<file path="src/verilog/grpm_pkg.sv">
// Constants, types and helpers for the reference, pin and update logic.
package grpm_pkg;

    // ------------------------------------------------------------------
    // Sizes
    // ------------------------------------------------------------------
    localparam int NUM_PORTS = 4;
    localparam int NUM_PINS = 8;
    localparam int ADDR_W = 8;
    localparam int DATA_W = 32;
    localparam int CNT_W_DEF = 24;

    // ------------------------------------------------------------------
    // Register offsets (byte addresses)
    // ------------------------------------------------------------------
    localparam logic [7:0] OFS_GCTRL = 8'h00;
    localparam logic [7:0] OFS_GSTAT = 8'h04;
    localparam logic [7:0] OFS_PIN_MODE = 8'h08;
    localparam logic [7:0] OFS_ALARM_SEL = 8'h0C;
    localparam logic [7:0] OFS_PIN_DATA = 8'h10;
    localparam logic [7:0] OFS_PORT_CTRL = 8'h14;
    localparam logic [7:0] OFS_PORT_STAT = 8'h18;
    localparam logic [7:0] OFS_COUNT_BASE = 8'h20;

    // ------------------------------------------------------------------
    // Global control and status fields
    // ------------------------------------------------------------------
    localparam int GCTRL_W = 9;
    localparam int GC_REF_IN_SEL = 0;
    localparam int GC_REF_OUT_EN = 1;
    localparam int GC_PM_SRC_LO = 2;
    localparam int GC_UPD_REQ = 4;
    localparam int GC_TRIG = 5;
    localparam int GC_TRIG_PIN = 6;
    localparam int GC_TICK_IE = 7;
    localparam int GC_UPD_IE = 8;
    localparam int GS_TICK_L = 0;
    localparam int GS_UPD_LIVE = 1;
    localparam int GS_UPD_L = 2;
    localparam int GS_TICK_LVL = 3;
    localparam int PS_W = 4;
    localparam int PS_Z2O_L = 2;
    localparam int PS_EVT_L = 3;

    // ------------------------------------------------------------------
    // Reset values
    // ------------------------------------------------------------------
    localparam logic [GCTRL_W-1:0] GCTRL_RST = 9'h000;
    localparam logic [15:0] PIN_MODE_RST = 16'h0000;
    localparam logic [31:0] ALARM_SEL_RST = 32'h0000_0000;

    // ------------------------------------------------------------------
    // Timing: reference edges per second and the high half of the tick
    // ------------------------------------------------------------------
    localparam int REF8K_HZ = 8000;
    localparam int TICK_W = 13;
    localparam logic [TICK_W-1:0] TICK_LAST = TICK_W'(REF8K_HZ - 1);
    localparam logic [TICK_W-1:0] TICK_HIGH = TICK_W'(REF8K_HZ / 2);

    // ------------------------------------------------------------------
    // Codes and pin assignment (pins counted from 0)
    // ------------------------------------------------------------------
    localparam logic [1:0] REF_SEL_RX_FRM = 2'h2;
    localparam logic [1:0] REF_SEL_TX_FRM = 2'h3;
    localparam logic [1:0] PM_SRC_PIN = 2'h1;
    localparam int PM_SRC_TICK_BIT = 1;
    localparam int GP_PIN_REF_OUT = 1;
    localparam int GP_PIN_REF_IN = 3;
    localparam int GP_PIN_TRIG = 5;
    localparam int GP_PIN_UPD = 7;
    localparam logic [3:0] ALM_LAST_SINGLE = 4'hA;
    localparam logic [3:0] ALM_DEFECT = 4'hB;
    localparam logic [3:0] ALM_CELL = 4'hC;
    localparam logic [3:0] ALM_BOTH = 4'hD;
    localparam logic [3:0] ALM_REMOTE = 4'hE;

    typedef enum logic [1:0] {
        PIN_INPUT = 2'h0,
        PIN_ALARM = 2'h1,
        PIN_LOW = 2'h2,
        PIN_HIGH = 2'h3
    } grpm_pin_mode_e;

    typedef enum logic [1:0] {
        UPD_IDLE = 2'h0,
        UPD_CLEAR = 2'h1,
        UPD_HELD = 2'h3
    } grpm_upd_e;

    // Line loss of signal sits in bit 0 so a single-alarm code indexes it.
    typedef struct packed {
        logic lcd;
        logic ocd;
        logic plcp_rai;
        logic plcp_lof;
        logic plcp_oof;
        logic idle;
        logic rai;
        logic ais;
        logic lof;
        logic oof;
        logic los;
    } grpm_alarm_s;

    typedef struct packed {
        logic spare;
        logic own_err;
        logic error_insert_source_sel;
        logic manual_error_trigger;
        logic counter_update_request;
        logic use_global;
        logic [1:0] port_ref_source_sel;
    } grpm_port_ctrl_s;

    localparam grpm_port_ctrl_s PORT_CTRL_RST = '0;

    function automatic logic grpm_alarm_pick(grpm_alarm_s a, logic [3:0] sel);
        logic r;
        r = 1'b0;
        if (sel <= ALM_LAST_SINGLE) begin
            r = a[sel];
        end else if (sel == ALM_DEFECT) begin
            r = a.los | a.lof | a.ais;
        end else if (sel == ALM_CELL) begin
            r = a.plcp_lof | a.lcd;
        end else if (sel == ALM_BOTH) begin
            r = a.los | a.lof | a.ais | a.plcp_lof | a.lcd;
        end else if (sel == ALM_REMOTE) begin
            r = a.rai | a.idle | a.plcp_rai;
        end else begin
            r = |a;
        end
        return r;
    endfunction

endpackage

</file>
<file path="src/verilog/grpm_counter.sv">
// Saturating event counter with update-clear, read register and status.
`timescale 1ns/100ps
module grpm_counter
    import grpm_pkg::*;
#(
    parameter int CNT_W = CNT_W_DEF
) (
    input wire logic clk_in,
    input wire logic rstn_in,
    input wire logic ce_in,
    input wire logic event_in,
    input wire logic update_in,
    input wire logic clr_z2o_in,
    input wire logic clr_evt_in,
    output logic [CNT_W-1:0] read_out,
    output logic live_out,
    output logic z2o_out,
    output logic evt_out
);
    logic [CNT_W-1:0] count;
    wire at_max = &count;
    wire [CNT_W-1:0] next_count = update_in ? CNT_W'(event_in)
        : (event_in && !at_max) ? count + 1'b1 : count;
    wire set_z2o = event_in && (update_in || count == '0);

    assign live_out = |count;

    always_ff @(posedge clk_in or negedge rstn_in) begin
        if (!rstn_in) begin
            count <= '0;
            read_out <= '0;
            z2o_out <= 1'b0;
            evt_out <= 1'b0;
        end else if (ce_in) begin
            count <= next_count;
            if (update_in) begin
                read_out <= count;
            end
            // A setting event beats a software clear in the same cycle: a zero-to-one event for z2o_out, any event for evt_out.
            z2o_out <= (z2o_out & ~clr_z2o_in) | set_z2o;
            evt_out <= (evt_out & ~clr_evt_in) | event_in;
        end
    end

endmodule // grpm_counter

</file>
<file path="src/verilog/grpm_top.sv">
// Global reference, second tick, pin mux, counter updates, error routing.
//
// Overview of operation
// - Port reference: PLCP output 0X, receive clock 10, transmit 11.
// - One-second tick divides the global reference by 8000 at half duty.
// - Tick rising edge sets a sticky flag; interrupt only when enabled.
// - With update source 1X, each tick rising edge updates counters.
// - Eight pins, each input, output, global signal or port alarm.
// - Two pins per port show alarms; one of each pair may be global.
// - Disabled-port pins keep working; mode 01 then drives low.
// - Pin-fed trigger and update inputs read low unless selected; unselected ref comes from the source input.
// - Pin 2 reference out, pin 4 reference in, 6 trigger, 8 update.
// - Free pin mode: 00 input, 01 alarm, 10 drive 0, 11 drive 1.
// - Alarm codes 0000 to 1010 each pick a single port alarm.
// - Alarm codes 1011 to 1111 output the OR of alarm groups.
// - Counters hold at least a second of events and saturate.
// - Status: live nonzero bit, zero-to-one latch, per-event latch.
// - Update copies count to read register; clear with event gives one.
// - Update request from tick, pin, per-port bit or global bit.
// - Status follows the request level; its latched copy can interrupt.
// - Ports not using the global request are masked from global status.
// - Update pulses reach every counter-holding block of each port.
// - Error source select 0 uses own bits, 1 the external trigger.
// - External trigger from global bit, port bit or pin 6.
// - In select takes reference from pin 4; out select drives pin 2.
//
// Local design decisions: the register addresses and the plain strobed port.
`timescale 1ns/100ps
module grpm_top
    import grpm_pkg::*;
#(
    parameter int CNT_W = CNT_W_DEF
) (
    input wire logic CLOCK_IN,
    input wire logic RSTN_IN,
    input wire logic CE_IN,
    input wire logic [ADDR_W-1:0] ADDR_IN,
    input wire logic [DATA_W-1:0] WDATA_IN,
    input wire logic WR_IN,
    input wire logic RD_IN,
    output logic [DATA_W-1:0] RDATA_OUT,
    input wire logic [NUM_PINS-1:0] GP_PIN_IN,
    output logic [NUM_PINS-1:0] GP_PIN_OUT,
    output logic [NUM_PINS-1:0] GP_PIN_OE_N_OUT,
    input wire logic [NUM_PORTS-1:0] PORT_EN_IN,
    input wire grpm_alarm_s [NUM_PORTS-1:0] ALARM_IN,
    input wire logic [NUM_PORTS-1:0] PLCP_REF_IN,
    input wire logic [NUM_PORTS-1:0] RX_FRM_CLK_IN,
    input wire logic [NUM_PORTS-1:0] TX_FRM_CLK_IN,
    input wire logic REF8K_SRC_IN,
    input wire logic [NUM_PORTS-1:0] EVENT_IN,
    output logic [NUM_PORTS-1:0] PORT_REF8K_OUT,
    output logic [NUM_PORTS-1:0] UPDATE_OUT,
    output logic [NUM_PORTS-1:0] ERR_INSERT_OUT,
    output logic TICK_IRQ_OUT,
    output logic UPD_IRQ_OUT
);
    localparam int SYNC_W = NUM_PINS + 3 * NUM_PORTS + 1;

    // ------------------------------------------------------------------
    // Input synchronisers
    // ------------------------------------------------------------------
    // Everything here arrives from pins or foreign clocks.
    logic [SYNC_W-1:0] sync_a;
    logic [SYNC_W-1:0] sync_b;
    wire [SYNC_W-1:0] sync_raw = {GP_PIN_IN, PLCP_REF_IN, RX_FRM_CLK_IN,
        TX_FRM_CLK_IN, REF8K_SRC_IN};

    always_ff @(posedge CLOCK_IN or negedge RSTN_IN) begin
        if (!RSTN_IN) begin
            sync_a <= '0;
            sync_b <= '0;
        end else if (CE_IN) begin
            sync_a <= sync_raw;
            sync_b <= sync_a;
        end
    end

    wire ref_src_s = sync_b[0];
    wire [NUM_PORTS-1:0] tx_clk_s = sync_b[NUM_PORTS:1];
    wire [NUM_PORTS-1:0] rx_clk_s = sync_b[2*NUM_PORTS:NUM_PORTS+1];
    wire [NUM_PORTS-1:0] plcp_s = sync_b[3*NUM_PORTS:2*NUM_PORTS+1];
    wire [NUM_PINS-1:0] pin_s = sync_b[SYNC_W-1:3*NUM_PORTS+1];

    // ------------------------------------------------------------------
    // Software registers
    // ------------------------------------------------------------------
    logic [GCTRL_W-1:0] gctrl;
    logic [2*NUM_PINS-1:0] pin_mode;
    logic [4*NUM_PINS-1:0] alarm_sel;
    grpm_port_ctrl_s [NUM_PORTS-1:0] port_ctrl;
    logic tick_latched;
    logic upd_latched;

    wire ref8k_in_sel = gctrl[GC_REF_IN_SEL];
    wire ref8k_out_en = gctrl[GC_REF_OUT_EN];
    wire [1:0] pm_update_source_sel = gctrl[GC_PM_SRC_LO+1:GC_PM_SRC_LO];
    wire glob_upd_req = gctrl[GC_UPD_REQ];
    wire glob_trig = gctrl[GC_TRIG];
    wire trig_pin_sel = gctrl[GC_TRIG_PIN];
    wire second_tick_irq_en = gctrl[GC_TICK_IE];
    wire upd_irq_en = gctrl[GC_UPD_IE];

    wire wr_gctrl = WR_IN && ADDR_IN == OFS_GCTRL;
    wire wr_gstat = WR_IN && ADDR_IN == OFS_GSTAT;
    wire wr_pin_mode = WR_IN && ADDR_IN == OFS_PIN_MODE;
    wire wr_alarm_sel = WR_IN && ADDR_IN == OFS_ALARM_SEL;
    wire wr_port_ctrl = WR_IN && ADDR_IN == OFS_PORT_CTRL;
    wire wr_port_stat = WR_IN && ADDR_IN == OFS_PORT_STAT;

    // ------------------------------------------------------------------
    // Global reference and one-second tick
    // ------------------------------------------------------------------
    logic ref_prev;
    logic [TICK_W-1:0] tick_cnt;
    logic tick_level;
    logic tick_prev;

    wire ref8k = ref8k_in_sel ? pin_s[GP_PIN_REF_IN]
        : ref_src_s;
    wire ref_rise = ref8k && !ref_prev;
    wire [TICK_W-1:0] next_tick_cnt = (tick_cnt == TICK_LAST) ? '0
        : tick_cnt + 1'b1;
    wire tick_rise = tick_level && !tick_prev;

    always_ff @(posedge CLOCK_IN or negedge RSTN_IN) begin
        if (!RSTN_IN) begin
            ref_prev <= 1'b0;
            tick_cnt <= '0;
            tick_level <= 1'b0;
            tick_prev <= 1'b0;
        end else if (CE_IN) begin
            ref_prev <= ref8k;
            if (ref_rise) begin
                tick_cnt <= next_tick_cnt;
                tick_level <= next_tick_cnt < TICK_HIGH;
            end
            tick_prev <= tick_level;
        end
    end

    // ------------------------------------------------------------------
    // Counter update sequencing
    // ------------------------------------------------------------------
    // Pin 8 reaches the core only while it is the chosen update source.
    wire pin_upd = (pm_update_source_sel == PM_SRC_PIN)
        && pin_s[GP_PIN_UPD];
    wire glob_req = pm_update_source_sel[PM_SRC_TICK_BIT] ? tick_level
        : (pm_update_source_sel == PM_SRC_PIN) ? pin_upd
        : glob_upd_req;

    grpm_upd_e upd_state [NUM_PORTS];
    logic [NUM_PORTS-1:0] port_req;
    logic [NUM_PORTS-1:0] upd_live;
    logic [NUM_PORTS-1:0] use_global;
    logic [NUM_PORTS-1:0] upd_pulse;
    logic [NUM_PORTS-1:0] ext_trig;
    logic [NUM_PORTS-1:0] port_ref;
    logic upd_glob_prev;

    wire pin_trig = trig_pin_sel && pin_s[GP_PIN_TRIG];
    wire upd_glob = |(upd_live & use_global);

    genvar p;
    generate
        for (p = 0; p < NUM_PORTS; p++) begin : g_port
            grpm_port_ctrl_s pc;
            assign pc = port_ctrl[p];
            assign use_global[p] = pc.use_global;
            assign port_req[p] = pc.use_global ? glob_req
                : pc.counter_update_request;
            assign upd_live[p] = upd_state[p] != UPD_IDLE;
            assign upd_pulse[p] = upd_state[p] == UPD_CLEAR;
            assign ext_trig[p] = glob_trig | pc.manual_error_trigger
                | pin_trig;
            assign port_ref[p] = (pc.port_ref_source_sel == REF_SEL_RX_FRM)
                ? rx_clk_s[p]
                : (pc.port_ref_source_sel == REF_SEL_TX_FRM) ? tx_clk_s[p]
                : plcp_s[p];

            // One clear per request edge however long it is held.
            always_ff @(posedge CLOCK_IN or negedge RSTN_IN) begin
                if (!RSTN_IN) begin
                    upd_state[p] <= UPD_IDLE;
                end else if (CE_IN) begin
                    unique case (upd_state[p])
                        UPD_IDLE: begin
                            if (port_req[p]) begin
                                upd_state[p] <= UPD_CLEAR;
                            end
                        end
                        UPD_CLEAR: begin
                            upd_state[p] <= port_req[p] ? UPD_HELD
                                : UPD_IDLE;
                        end
                        UPD_HELD: begin
                            if (!port_req[p]) begin
                                upd_state[p] <= UPD_IDLE;
                            end
                        end
                        default: begin
                            upd_state[p] <= UPD_IDLE;
                        end
                    endcase
                end
            end
        end
    endgenerate

    // ------------------------------------------------------------------
    // Performance counters
    // ------------------------------------------------------------------
    logic [CNT_W-1:0] cnt_read [NUM_PORTS];
    logic [PS_W*NUM_PORTS-1:0] port_stat;
    logic [NUM_PORTS-1:0] cnt_live;
    logic [NUM_PORTS-1:0] cnt_z2o;
    logic [NUM_PORTS-1:0] cnt_evt;

    generate
        for (p = 0; p < NUM_PORTS; p++) begin : g_cnt
            grpm_counter #(
                .CNT_W(CNT_W)
            ) u_cnt (
                .clk_in(CLOCK_IN),
                .rstn_in(RSTN_IN),
                .ce_in(CE_IN),
                .event_in(EVENT_IN[p]),
                .update_in(upd_pulse[p]),
                .clr_z2o_in(wr_port_stat && WDATA_IN[PS_W*p+PS_Z2O_L]),
                .clr_evt_in(wr_port_stat && WDATA_IN[PS_W*p+PS_EVT_L]),
                .read_out(cnt_read[p]),
                .live_out(cnt_live[p]),
                .z2o_out(cnt_z2o[p]),
                .evt_out(cnt_evt[p])
            );
            assign port_stat[PS_W*p +: PS_W] = {cnt_evt[p], cnt_z2o[p],
                cnt_live[p], upd_live[p]};
        end
    endgenerate

    // ------------------------------------------------------------------
    // General-purpose pins
    // ------------------------------------------------------------------
    logic [NUM_PINS-1:0] next_pin_out;
    logic [NUM_PINS-1:0] next_pin_oe_n;

    genvar i;
    generate
        for (i = 0; i < NUM_PINS; i++) begin : g_pin
            localparam int PORT = i / 2;
            grpm_pin_mode_e mode;
            logic alarm;
            logic claimed;
            assign mode = grpm_pin_mode_e'(pin_mode[2*i +: 2]);
            assign alarm = grpm_alarm_pick(ALARM_IN[PORT],
                alarm_sel[4*i +: 4]);
            assign claimed = (i == GP_PIN_REF_OUT && ref8k_out_en)
                || (i == GP_PIN_REF_IN && ref8k_in_sel)
                || (i == GP_PIN_TRIG && trig_pin_sel)
                || (i == GP_PIN_UPD
                    && pm_update_source_sel == PM_SRC_PIN);
            // Only pin 2 is a global output; the other claims are inputs.
            assign next_pin_oe_n[i] = claimed ? (i != GP_PIN_REF_OUT)
                : (mode == PIN_INPUT);
            assign next_pin_out[i] = claimed ? (i == GP_PIN_REF_OUT && ref8k)
                : (mode == PIN_HIGH)
                || (mode == PIN_ALARM && PORT_EN_IN[PORT]
                    && alarm);
        end
    endgenerate

    // ------------------------------------------------------------------
    // Read multiplexer
    // ------------------------------------------------------------------
    wire [3:0] gstat = {tick_level, upd_latched, upd_glob, tick_latched};
    wire cnt_hit = ADDR_IN[7:4] == OFS_COUNT_BASE[7:4];
    wire [1:0] cnt_idx = ADDR_IN[3:2];
    wire [DATA_W-1:0] rd_mux =
        (ADDR_IN == OFS_GCTRL) ? DATA_W'(gctrl)
        : (ADDR_IN == OFS_GSTAT) ? DATA_W'(gstat)
        : (ADDR_IN == OFS_PIN_MODE) ? DATA_W'(pin_mode)
        : (ADDR_IN == OFS_ALARM_SEL) ? alarm_sel
        : (ADDR_IN == OFS_PIN_DATA) ? DATA_W'(pin_s)
        : (ADDR_IN == OFS_PORT_CTRL) ? DATA_W'(port_ctrl)
        : (ADDR_IN == OFS_PORT_STAT) ? DATA_W'(port_stat)
        : cnt_hit ? DATA_W'(cnt_read[cnt_idx])
        : '0;

    // ------------------------------------------------------------------
    // Register and output flops
    // ------------------------------------------------------------------
    always_ff @(posedge CLOCK_IN or negedge RSTN_IN) begin
        if (!RSTN_IN) begin
            gctrl <= GCTRL_RST;
            pin_mode <= PIN_MODE_RST;
            alarm_sel <= ALARM_SEL_RST;
            port_ctrl <= {NUM_PORTS{PORT_CTRL_RST}};
            tick_latched <= 1'b0;
            upd_latched <= 1'b0;
            upd_glob_prev <= 1'b0;
            RDATA_OUT <= '0;
            GP_PIN_OUT <= '0;
            GP_PIN_OE_N_OUT <= '1;
            PORT_REF8K_OUT <= '0;
            UPDATE_OUT <= '0;
            ERR_INSERT_OUT <= '0;
            TICK_IRQ_OUT <= 1'b0;
            UPD_IRQ_OUT <= 1'b0;
        end else if (CE_IN) begin
            if (wr_gctrl) begin
                gctrl <= WDATA_IN[GCTRL_W-1:0];
            end
            if (wr_pin_mode) begin
                pin_mode <= WDATA_IN[2*NUM_PINS-1:0];
            end
            if (wr_alarm_sel) begin
                alarm_sel <= WDATA_IN;
            end
            if (wr_port_ctrl) begin
                port_ctrl <= WDATA_IN;
            end
            // Writing one clears a sticky flag, but a new edge wins.
            tick_latched <= (tick_latched
                & ~(wr_gstat && WDATA_IN[GS_TICK_L]))
                | tick_rise;
            upd_latched <= (upd_latched & ~(wr_gstat && WDATA_IN[GS_UPD_L]))
                | (upd_glob && !upd_glob_prev);
            upd_glob_prev <= upd_glob;
            RDATA_OUT <= RD_IN ? rd_mux : '0;
            GP_PIN_OUT <= next_pin_out;
            GP_PIN_OE_N_OUT <= next_pin_oe_n;
            PORT_REF8K_OUT <= port_ref;
            UPDATE_OUT <= upd_pulse;
            for (int k = 0; k < NUM_PORTS; k++) begin
                ERR_INSERT_OUT[k] <= port_ctrl[k].error_insert_source_sel
                    ? ext_trig[k] : port_ctrl[k].own_err;
            end
            TICK_IRQ_OUT <= tick_latched && second_tick_irq_en;
            UPD_IRQ_OUT <= upd_latched && upd_irq_en;
        end
    end

endmodule // grpm_top

</file>
<file path="config.mk">
export PLATFORM = sky130hd
export DESIGN_NAME = grpm_top
export DESIGN_NICKNAME = d
export VERILOG_FILES = /design/src/verilog/grpm_pkg.sv /design/src/verilog/grpm_counter.sv /design/src/verilog/grpm_top.sv
export SDC_FILE = /design/constraint.sdc
export NUM_CORES = 1
export LEC_CHECK = 0
export ABC_AREA = 0
export BUFFER_PORTS_ARGS = -buffer_cell sky130_fd_sc_hd__buf_4
export CAP_MARGIN = 5
export CORE_MARGIN = 3
export CORE_UTILIZATION = 55
export DETAILED_ROUTE_END_ITERATION = 10
export GPL_ROUTABILITY_DRIVEN = 0
export PLACE_DENSITY = 0.77
export SLEW_MARGIN = 15
export SYNTH_ARGS = -nofsm -noshare
export SYNTH_HDL_FRONTEND = slang
export SYNTH_SLANG_ARGS = --single-unit
export TNS_END_PERCENT = 100
</file>
<file path="constraint.sdc">
create_clock -name CLOCK_IN -period 2.14 [get_ports CLOCK_IN]
set_input_delay 0.214 -clock CLOCK_IN [delete_from_list [all_inputs] [get_ports CLOCK_IN]]
set_output_delay 0.214 -clock CLOCK_IN [all_outputs]
set_load 0.1 [all_outputs]
</file>
======== Word-level counts from Yosys, hierarchy flattened ========
Cells that the tools add are included.
storage, ports and cells
  bits in read-only memories .............. 0
  RAM bits ................................ 0
  bits in latches ......................... 0
  output and inout port bits .............. 62
  register bits after elaboration ......... 420
  logic and storage cells ................. 481
  memories ................................ 0
  bits of input ports ..................... 118
cells by class
  shift-type cells ........................ 0
  $lt $le $gt $ge ......................... 18
  divide/modulo/power cells ............... 0
  add/sub/neg operators ................... 5
  bitwise operators ....................... 68
  $mul .................................... 0
  muxes and demuxes ....................... 120
  reduce and logical (&&, ||, !) cells .... 121
  equality and inequality tests ........... 81
operators by type and width
  kind                                                                   number
  24-bit two-way mux                                                     12
  32-bit two-way mux                                                     7
  4-bit == test (second input constant)                                  32
  24-bit by 1-bit adder with 24-bit output (second input constant)       4
  24-bit logical NOT                                                     4
  24-bit AND reduction                                                   4
  24-bit OR reduction                                                    4
  1-bit two-way mux                                                      75
  24-bit binary-select mux with 2-bit select                             1
  1-bit logical AND                                                      47
  1-bit OR                                                               46
  11-bit OR reduction                                                    4
  2-bit == test (second input constant)                                  20
  4-bit by 5-bit < comparator with 1-bit output (second input constant)  8
  1-bit binary-select mux with 4-bit select                              8
  4-bit <= comparator (second input constant)                            8
  2-bit by 1-bit == test with 1-bit output (second input constant)       13
  2-bit AND reduction                                                    13
  8-bit by 5-bit == test with 1-bit output (second input constant)       3
  2-bit logical NOT                                                      12
  2-bit two-way mux                                                      12
  2-bit one-hot mux with 3 select lines                                  4
  8-bit by 4-bit == test with 1-bit output (second input constant)       2
  2-bit != test (second input constant)                                  8
  other kinds (17)                                                       62

======== Depth between registers and ports, before layout ========
Gate-level depths: netlist (run 1).
  depth in word-level cells ............... 13
  depth in mapped cells ................... 9
  depth with buffers taken out ............ 7

======== Hierarchy ========
From an unflattened synthesis (run 1), not the netlist that was laid out.
unflattened totals
  cells, all modules ...................... 2023
  area, all modules ....................... 22062.4 um^2
by module, submodules not included
  module        seq. area each (um^2)  times used  area an instance (um^2)  cells an instance
  grpm_top      5515.3                 1           12072.8                  1063
  grpm_counter  1251.2                 4           2497.4                   240

======== Worst setup path after synthesis (run 1) ========
Ideal clock, no wire load.
  path type ............................... flip-flop to flip-flop
  start ................................... register g_cnt[3].u_cnt.count[0]
  end ..................................... register g_cnt[3].u_cnt.count[17]
  period minus slack after synthesis ...... 2098 ps
  setup slack ............................. 42 ps
  setup time .............................. 120 ps
  stages on the path, launching flop included .. 7
  buffers on the path ..................... 1
  data required time ...................... 2020 ps
  arrival time ............................ 1978 ps
  cell sequence ........................... dfrtp_1 > ha_1 > and3_1 > a311oi_2 > clkbuf_1 > a21oi_1 > a31o_2
between the ends
  word-level cells in the longest chain between the ends .. 5
  elaborated cells between the ends (all ways) .. 8
  those cells by class .................... add/sub (1); mux (2); reduce/logical (5)
ends and longest elaborated chain
  element                                                                                           line                RTL
  from (decl)                                                                                       grpm_counter.sv:20  logic [CNT_W-1:0] count;
  from (signal assigned)                                                                            grpm_counter.sv:35  count <= next_count;
  parallel branches: the longest is 5 deep, another holds 24-bit by 1-bit adder with 24-bit output  n/a
Parallel ways; which one is timed is not known. The select of a mux whose other input is x is not followed.
A chain may end at the register's enable or synchronous reset.

======== Worst setup path in the final report (run 1) ========
  start ................................... register g_cnt[2].u_cnt.count[1]
  end ..................................... register g_cnt[2].u_cnt.count[18]
between the ends
  word-level cells in the longest chain between the ends .. 5
  elaborated cells between the ends (all ways) .. 8
  those cells by class .................... add/sub (1); mux (2); reduce/logical (5)
ends and longest elaborated chain
  element                                                                                           line
  from (decl)                                                                                       grpm_counter.sv:20
  from (signal assigned)                                                                            grpm_counter.sv:35
  parallel branches: the longest is 5 deep, another holds 24-bit by 1-bit adder with 24-bit output  n/a
Parallel ways; which one is timed is not known. The select of a mux whose other input is x is not followed.

==> results of run 1 <==
-- cell usage in the layout, fill, tap and decap left out, drive strengths merged, types with 9 or more instances in the layout --
cell type    synthesis  routed
a21oi              100     100
a41o                11      11
buf                 41     340
o211ai              20      20
o2bb2ai             25      25
dlygate4sd3          0      58
or3                 22      22
dfrtp              412     412
nor2               126     126
nand2b              15      15
nand3               49      49
inv                 40      41
mux2i               30      30
and2                13      13
a21o                16      16
mux4                41      41
nand2              383     383
clkbuf              85      65
a31oi               26      26
nor3                33      33
o21ai              111     111
xor2                13      13
or4                 14      14
o31ai               20      20
a22o                10      10
ha                   9       9
nor2b               18      18
mux2               136     136
or2                  9       9
nand4               38      38
xnor2               31      31
nor4                39      39
a22oi               17      17
clkinv               0      12
and3                15      15
a211oi              19      19
o22ai               12      12
-- where the power goes --
group          total (W)  internal, W  switching [W]
clock network    0.00789      0.00458        0.00331
logic            0.00250      0.00101        0.00150
registers        0.00878      0.00835       0.000426
-- metrics by stage --
step	instance area, sq um	total power (W)	utilization
3_5_place_dp	24500	0.0112	0.642
2_1_floorplan	21600	0.0101	-
3_3_place_gp	24500	0.0111	0.642
4_1_cts	26600	0.0191	0.697
5_1_grt	26600	0.0198	0.698
6_report	26600	0.0192	0.698
-- layer usage --
layer / global-route usage / vias to the layer above / share of wire
met4: 0.136 / 0 / 0.046
met1: 0.438 / 9607 / 0.39
met3: 0.0535 / 249 / 0.088
met5: 0 / - / 0
met2: 0.517 / 1109 / 0.47
li1: - / 8500 / -
-- path summary, 6_finish.rpt --
check | cells after the start | end | slack [ps]
setup / recovery | 6 | g_cnt[2].u_cnt.count[18] | -20
max in group asynchronous | 3 | alarm_sel[10] | 1190
setup reg to reg | 6 | g_cnt[2].u_cnt.count[18] | -20
hold / removal | 2 | g_cnt[0].u_cnt.count[1] | 80
min in group asynchronous | 2 | RDATA_OUT[29] | 140
hold reg to reg | 1 | GP_PIN_OE_N_OUT[0] | 470
-- sequential cells by signal, indices dropped and copies added, names as in the netlist, 13 cells and up --
signal,count
g_cnt.u_cnt.count,96
g_cnt.u_cnt.read_out,96
RDATA_OUT,32
alarm_sel,32
g_port.pc,32
sync_a,21
sync_b,21
pin_mode,16
tick_cnt,13
-- timing repair --
action,in CTS,in global routing
endpoints found under the setup margin,0,24
hold buffers,58,0
resized for setup,0,8
setup buffers,0,1
endpoints found under the hold margin,304,0
-- layout make-up --
class	instances	area [sq um]
Clock buffer	65	1330
Timing Repair Buffer	398	3350
Sequential cell	420	10500
Inverter	40	150
Tap cell	511	639
Fill cell	2668	11500
Multi-Input combinational cell	1553	10500
Clock inverter	17	166
-- cell families after synthesis --
kind of cell,Yosys count
AOI/OAI and AO/OA,477
muxes,207
xor gates and xnor gates,44
buffers and inverters,166
adders and majority gates,9
DFF,420
and+or+nand+nor,816
-- worst max-delay path, stage by stage (launching register included) --
cell	delay, ps
dfrtp_1	390
ha_1	210
nand3_1	150
or4_1	530
a2111oi_1	520
xnor2_1	180
nor2_1	60
==> flow_summary.ini, run 1 <==
[outcome]
status = complete, but fails checks
failed_checks = negative setup slack

[floorplanning]
die_y_um = 204
die_width_um = 204
start_util = 0.566
row_count = 71
die_area_sq_um = 41700
io_pins = 180
core-area_sq_um = 38200

[cells_and_area]
syn_to_final_growth_pct = 23.3
instances_no_fill = 3004
diodes = 0
nNetsFinal = 2585
layout-drive-gt1-share = 0.258

[clock_tree]
root_buffer = clkbuf_16
clk_pin_slew_ps = 60
clk_latency_ps = 600
tritoncts = done
cts_buffers = 45
htree_levels = 2
cts_buffer_depth = 3
clock-sinks = 420

[power]
leakagePower_nw = 12.1
max-vdd-ir-drop_uv = 607
power_density_nw_per_um2 = 720

[timing]
final_max_slew_viol_count = 0
worst_slack_ps = -19.9
fin_hold_ws_ps = 78.6
period_needed_ps = 2160
hold_viol = 0
slew_headroom = 0.611
grt_setup_unrepaired = yes
finalSetupViolCount = 1
worst_pin_slew_ps = 577
clock.fmax_ghz = 0.463
fin_tns_setup_ps = -19.9
fin_crit_sh = 1.01
finClkSkew_ps = 28.6

[routing]
vias = 19500
via_per_inst = 6.48
drt-initial-drc-count = 2172
wl_per_cell_um = 22.5
wl_um = 67600
drt-pass1-iter-count = 8
drc = 0
antenna_left = 0

[synth]
synthAdderAreaFrac = 0.00521
netlist_instances = 2139
synth-seq-area-share = 0.487
ys_async_sr_fraction = 1.00
synth_top_area_frac = 0.477
synth.avg_cell_area_sq_um = 10.1
syn_nets = 2266
muxShareOfSynthArea = 0.128
synth_edf_count = 0
synth_xor_area_frac = 0.0178
synth_warnings = 0
yosys-top-cells-area = dfrtp_1 48%, mux2_2 7.0%, nand2_1 6.7%
synth_top_area_cell = dfrtp_1
synth_top_family_by_area = simple AND/OR/NAND/NOR gates
yosysMostFrequentCell = dfrtp_1
synth.distinct_cells = 86
ys.flop_type = dfrtp_1
yosys.area_share.simple = 0.181
synth.cell_area_sq_um = 21600
synth_compound_area_frac = 0.150
ys_top_cells_by_count = 412 x dfrtp_1, 383 x nand2_1, 135 x mux2_2, 125 x nor2_1, 110 x o21ai_0
synth-seq-cells = 420

[setup_path]
cp.arrival_ps = 2610
setup.worst_path.start_class = flip-flop
cp_data_required_time_ps = 2590
critPathLaunch = g_cnt[2].u_cnt.count[1]
endpoint_kind = flip-flop
crit_fanout = 5
reg2reg_from = g_cnt[2].u_cnt.count[1]
setup.worst_path.class = flip-flop to flip-flop

[grt]
grt_max_degree = 67
overflow = 0
grt_pass1_wl_um = 107000
grt_use_total = 0.322
grt_pass1_vias = 19100
grt_antenna_before_repair = 0

[place]
portBuffers = 179
pre_cts_slack_ps = -13.3
place_inst = 2863
dp_hpwl_um = 47300

[worst_hold_path]
hold_class = input pin to flip-flop
worstHoldStart = CE_IN

[job]
drv_cap = 0
(Power assumes the default switching activity.)
==> inputs of run 2 (changes only) <==
Settings changed: BUFFER_PORTS_ARGS -buffer_cell sky130_fd_sc_hd__buf_4 to default, DONT_BUFFER_PORTS from default to 1, PLACE_DENSITY 0.77 to 0.73.
==> flow_summary.ini, run 2 (synthesis gave the netlist of run 1 again) <==
[floorplanning]
die_area_sq_um = 41700
die_width_um = 204
io_pins = 180
core-area_sq_um = 38200
row_count = 71
start_util = 0.566
die_y_um = 204

[grt]
grt_use_total = 0.314
grt_max_degree = 421
grt_pass1_wl_um = 103000
grt_antenna_before_repair = 0
overflow = 0
grt_pass1_vias = 18200

[routing]
drt-pass1-iter-count = 8
drc = 0
wl_um = 66300
vias = 18600
wl_per_cell_um = 23.5
drt-initial-drc-count = 2304
via_per_inst = 6.58
antenna_left = 0

[clock_tree]
cts_buffers = 44
clock-sinks = 420
htree_levels = 2
clk_pin_slew_ps = 70
tritoncts = done
clk_latency_ps = 580
cts_buffer_depth = 3
root_buffer = clkbuf_16
ctsHoldBuffers = 67

[setup_path]
setup.worst_path.class = flip-flop to flip-flop
reg2reg_from = g_cnt[1].u_cnt.count[0]
r2r_end = g_cnt[1].u_cnt.count[18]
cp_cell_sequence = ha_1 > nand3_1 > a2111o_1 > a21o_1 > or4_1 > a21oi_1
endpoint_kind = flip-flop
cp.arrival_ps = 2540
reg2reg_depth = 6
rrSetupSlack_ps = 90
crit_fanout = 5
slowest_stage = dfrtp_1
worst_path_dominant_cell_family = compound AO/OA/AOI/OAI gates
critPathMaxStageDelay_ps = 420
cp.buffers_inverters = 0
setup.worst_path.start_class = flip-flop
cp_data_required_time_ps = 2630

[place]
portBuffers = 0
place_inst = 2678
pre_cts_slack_ps = -12.6
dp_hpwl_um = 44300

[timing]
fin_crit_sh = 0.959
hold_viol = 420
period_needed_ps = 2050
finalSetupViolCount = 0
clock.fmax_ghz = 0.487
worst_slack_ps = 87.9
slew_headroom = 0.287
grt_setup_unrepaired = no
fin_hold_ws_ps = -674
final_max_slew_viol_count = 0
finClkSkew_ps = 21.9
worst_pin_slew_ps = 1070

[outcome]
failed_checks = negative hold slack
status = complete, but fails checks

[cells_and_area]
syn_to_final_growth_pct = 16.4
reg_top3 = g_cnt.u_cnt.count (96), g_cnt.u_cnt.read_out (96)
layout_common_cells = 412 x dfrtp_1, 383 x nand2_1, 149 x buf_4
finish.utilization = 0.658
fillCellCount = 2908
layout-drive-gt1-share = 0.197
final_common_cell = dfrtp_1
nNetsFinal = 2408
multi_input_area_sq_um = 10500
instances_no_fill = 2826
seq_area_sq_um = 10500

[power]
max-vdd-ir-drop_uv = 505
power_density_nw_per_um2 = 729
leakagePower_nw = 11.1
totalPowerFinal_w = 0.0183

[job]
drv_cap = 0

[worst_hold_path]
hold_class = input pin to asynchronous set/reset pin
==> run 2: cell count changes in the layout (fill, tap and decap cells not counted), sizes merged <==
| cell | change |
|---|---|
| dlygate4sd3 | +8 |
| buf | -184 |
| bufinv | +1 |
| clkinv | -1 |
| clkinvlp | -2 |
| diode | +1 |
| clkbuf | -1 |
==> run 2: through the flow <==
step	instance area (sq um)	TNS, ps	hold WS [ps]
final	25100	0	-674
after global routing	25100	0	-679
after CTS	25100	0	-683
after detailed placement	23000	-12.6	-72.0
after global placement	23000	0	-64.2
after floorplan	21600	0	-81.6
==> run 2: timing repair <==
action | 4_1_cts | 5_1_grt
setup endpoints to repair | 0 | 17
buffers inserted | 0 | 1
gates resized for setup | 0 | 10
hold endpoints to repair | 602 | 420
==> run 2: report_power, final <==
part           internal [W]  switching [W]  total (W)
Clock               0.00438        0.00325    0.00763
Combinational      0.000758        0.00108    0.00183
Sequential          0.00835       0.000527    0.00888
Total                0.0135        0.00485     0.0183
==> run 2: how the worst max path moves through the flow <==
stage | start | to | slack (ps) | depth (start not counted)
finish | g_cnt[1].u_cnt.count[0] | g_cnt[1].u_cnt.count[18] | 90 | 6
global route | g_cnt[1].u_cnt.count[0] | g_cnt[1].u_cnt.count[18] | 4 | 6
CTS | tick_cnt[0] | tick_level | 4 | 6
detailed placement | tick_cnt[0] | tick_level | -10 | 6
global placement | ADDR_IN[7] | RDATA_OUT[1] | 120 | 5
floorplan | g_cnt[3].u_cnt.count[0] | g_cnt[3].u_cnt.count[17] | 40 | 6
==> run 2: final cells by class <==
class | instances | share of cell area
Tap cell | 511 | 0.0254
Timing Repair Buffer | 222 | 0.0766
Clock inverter | 15 | 0.00657
Antenna cell | 1 | 0.0000995
Inverter | 40 | 0.00597
Sequential cell | 420 | 0.418
Clock buffer | 64 | 0.0492
Multi-Input combinational cell | 1553 | 0.418
==> run 2: per-layer routing <==
layer | share of wire | GRT usage | routed length [um]
met5 | 0 | 0 | 0
met1 | 0.40 | 0.431 | 26800
met2 | 0.46 | 0.506 | 30800
met3 | 0.089 | 0.0500 | 5880
met4 | 0.043 | 0.122 | 2850
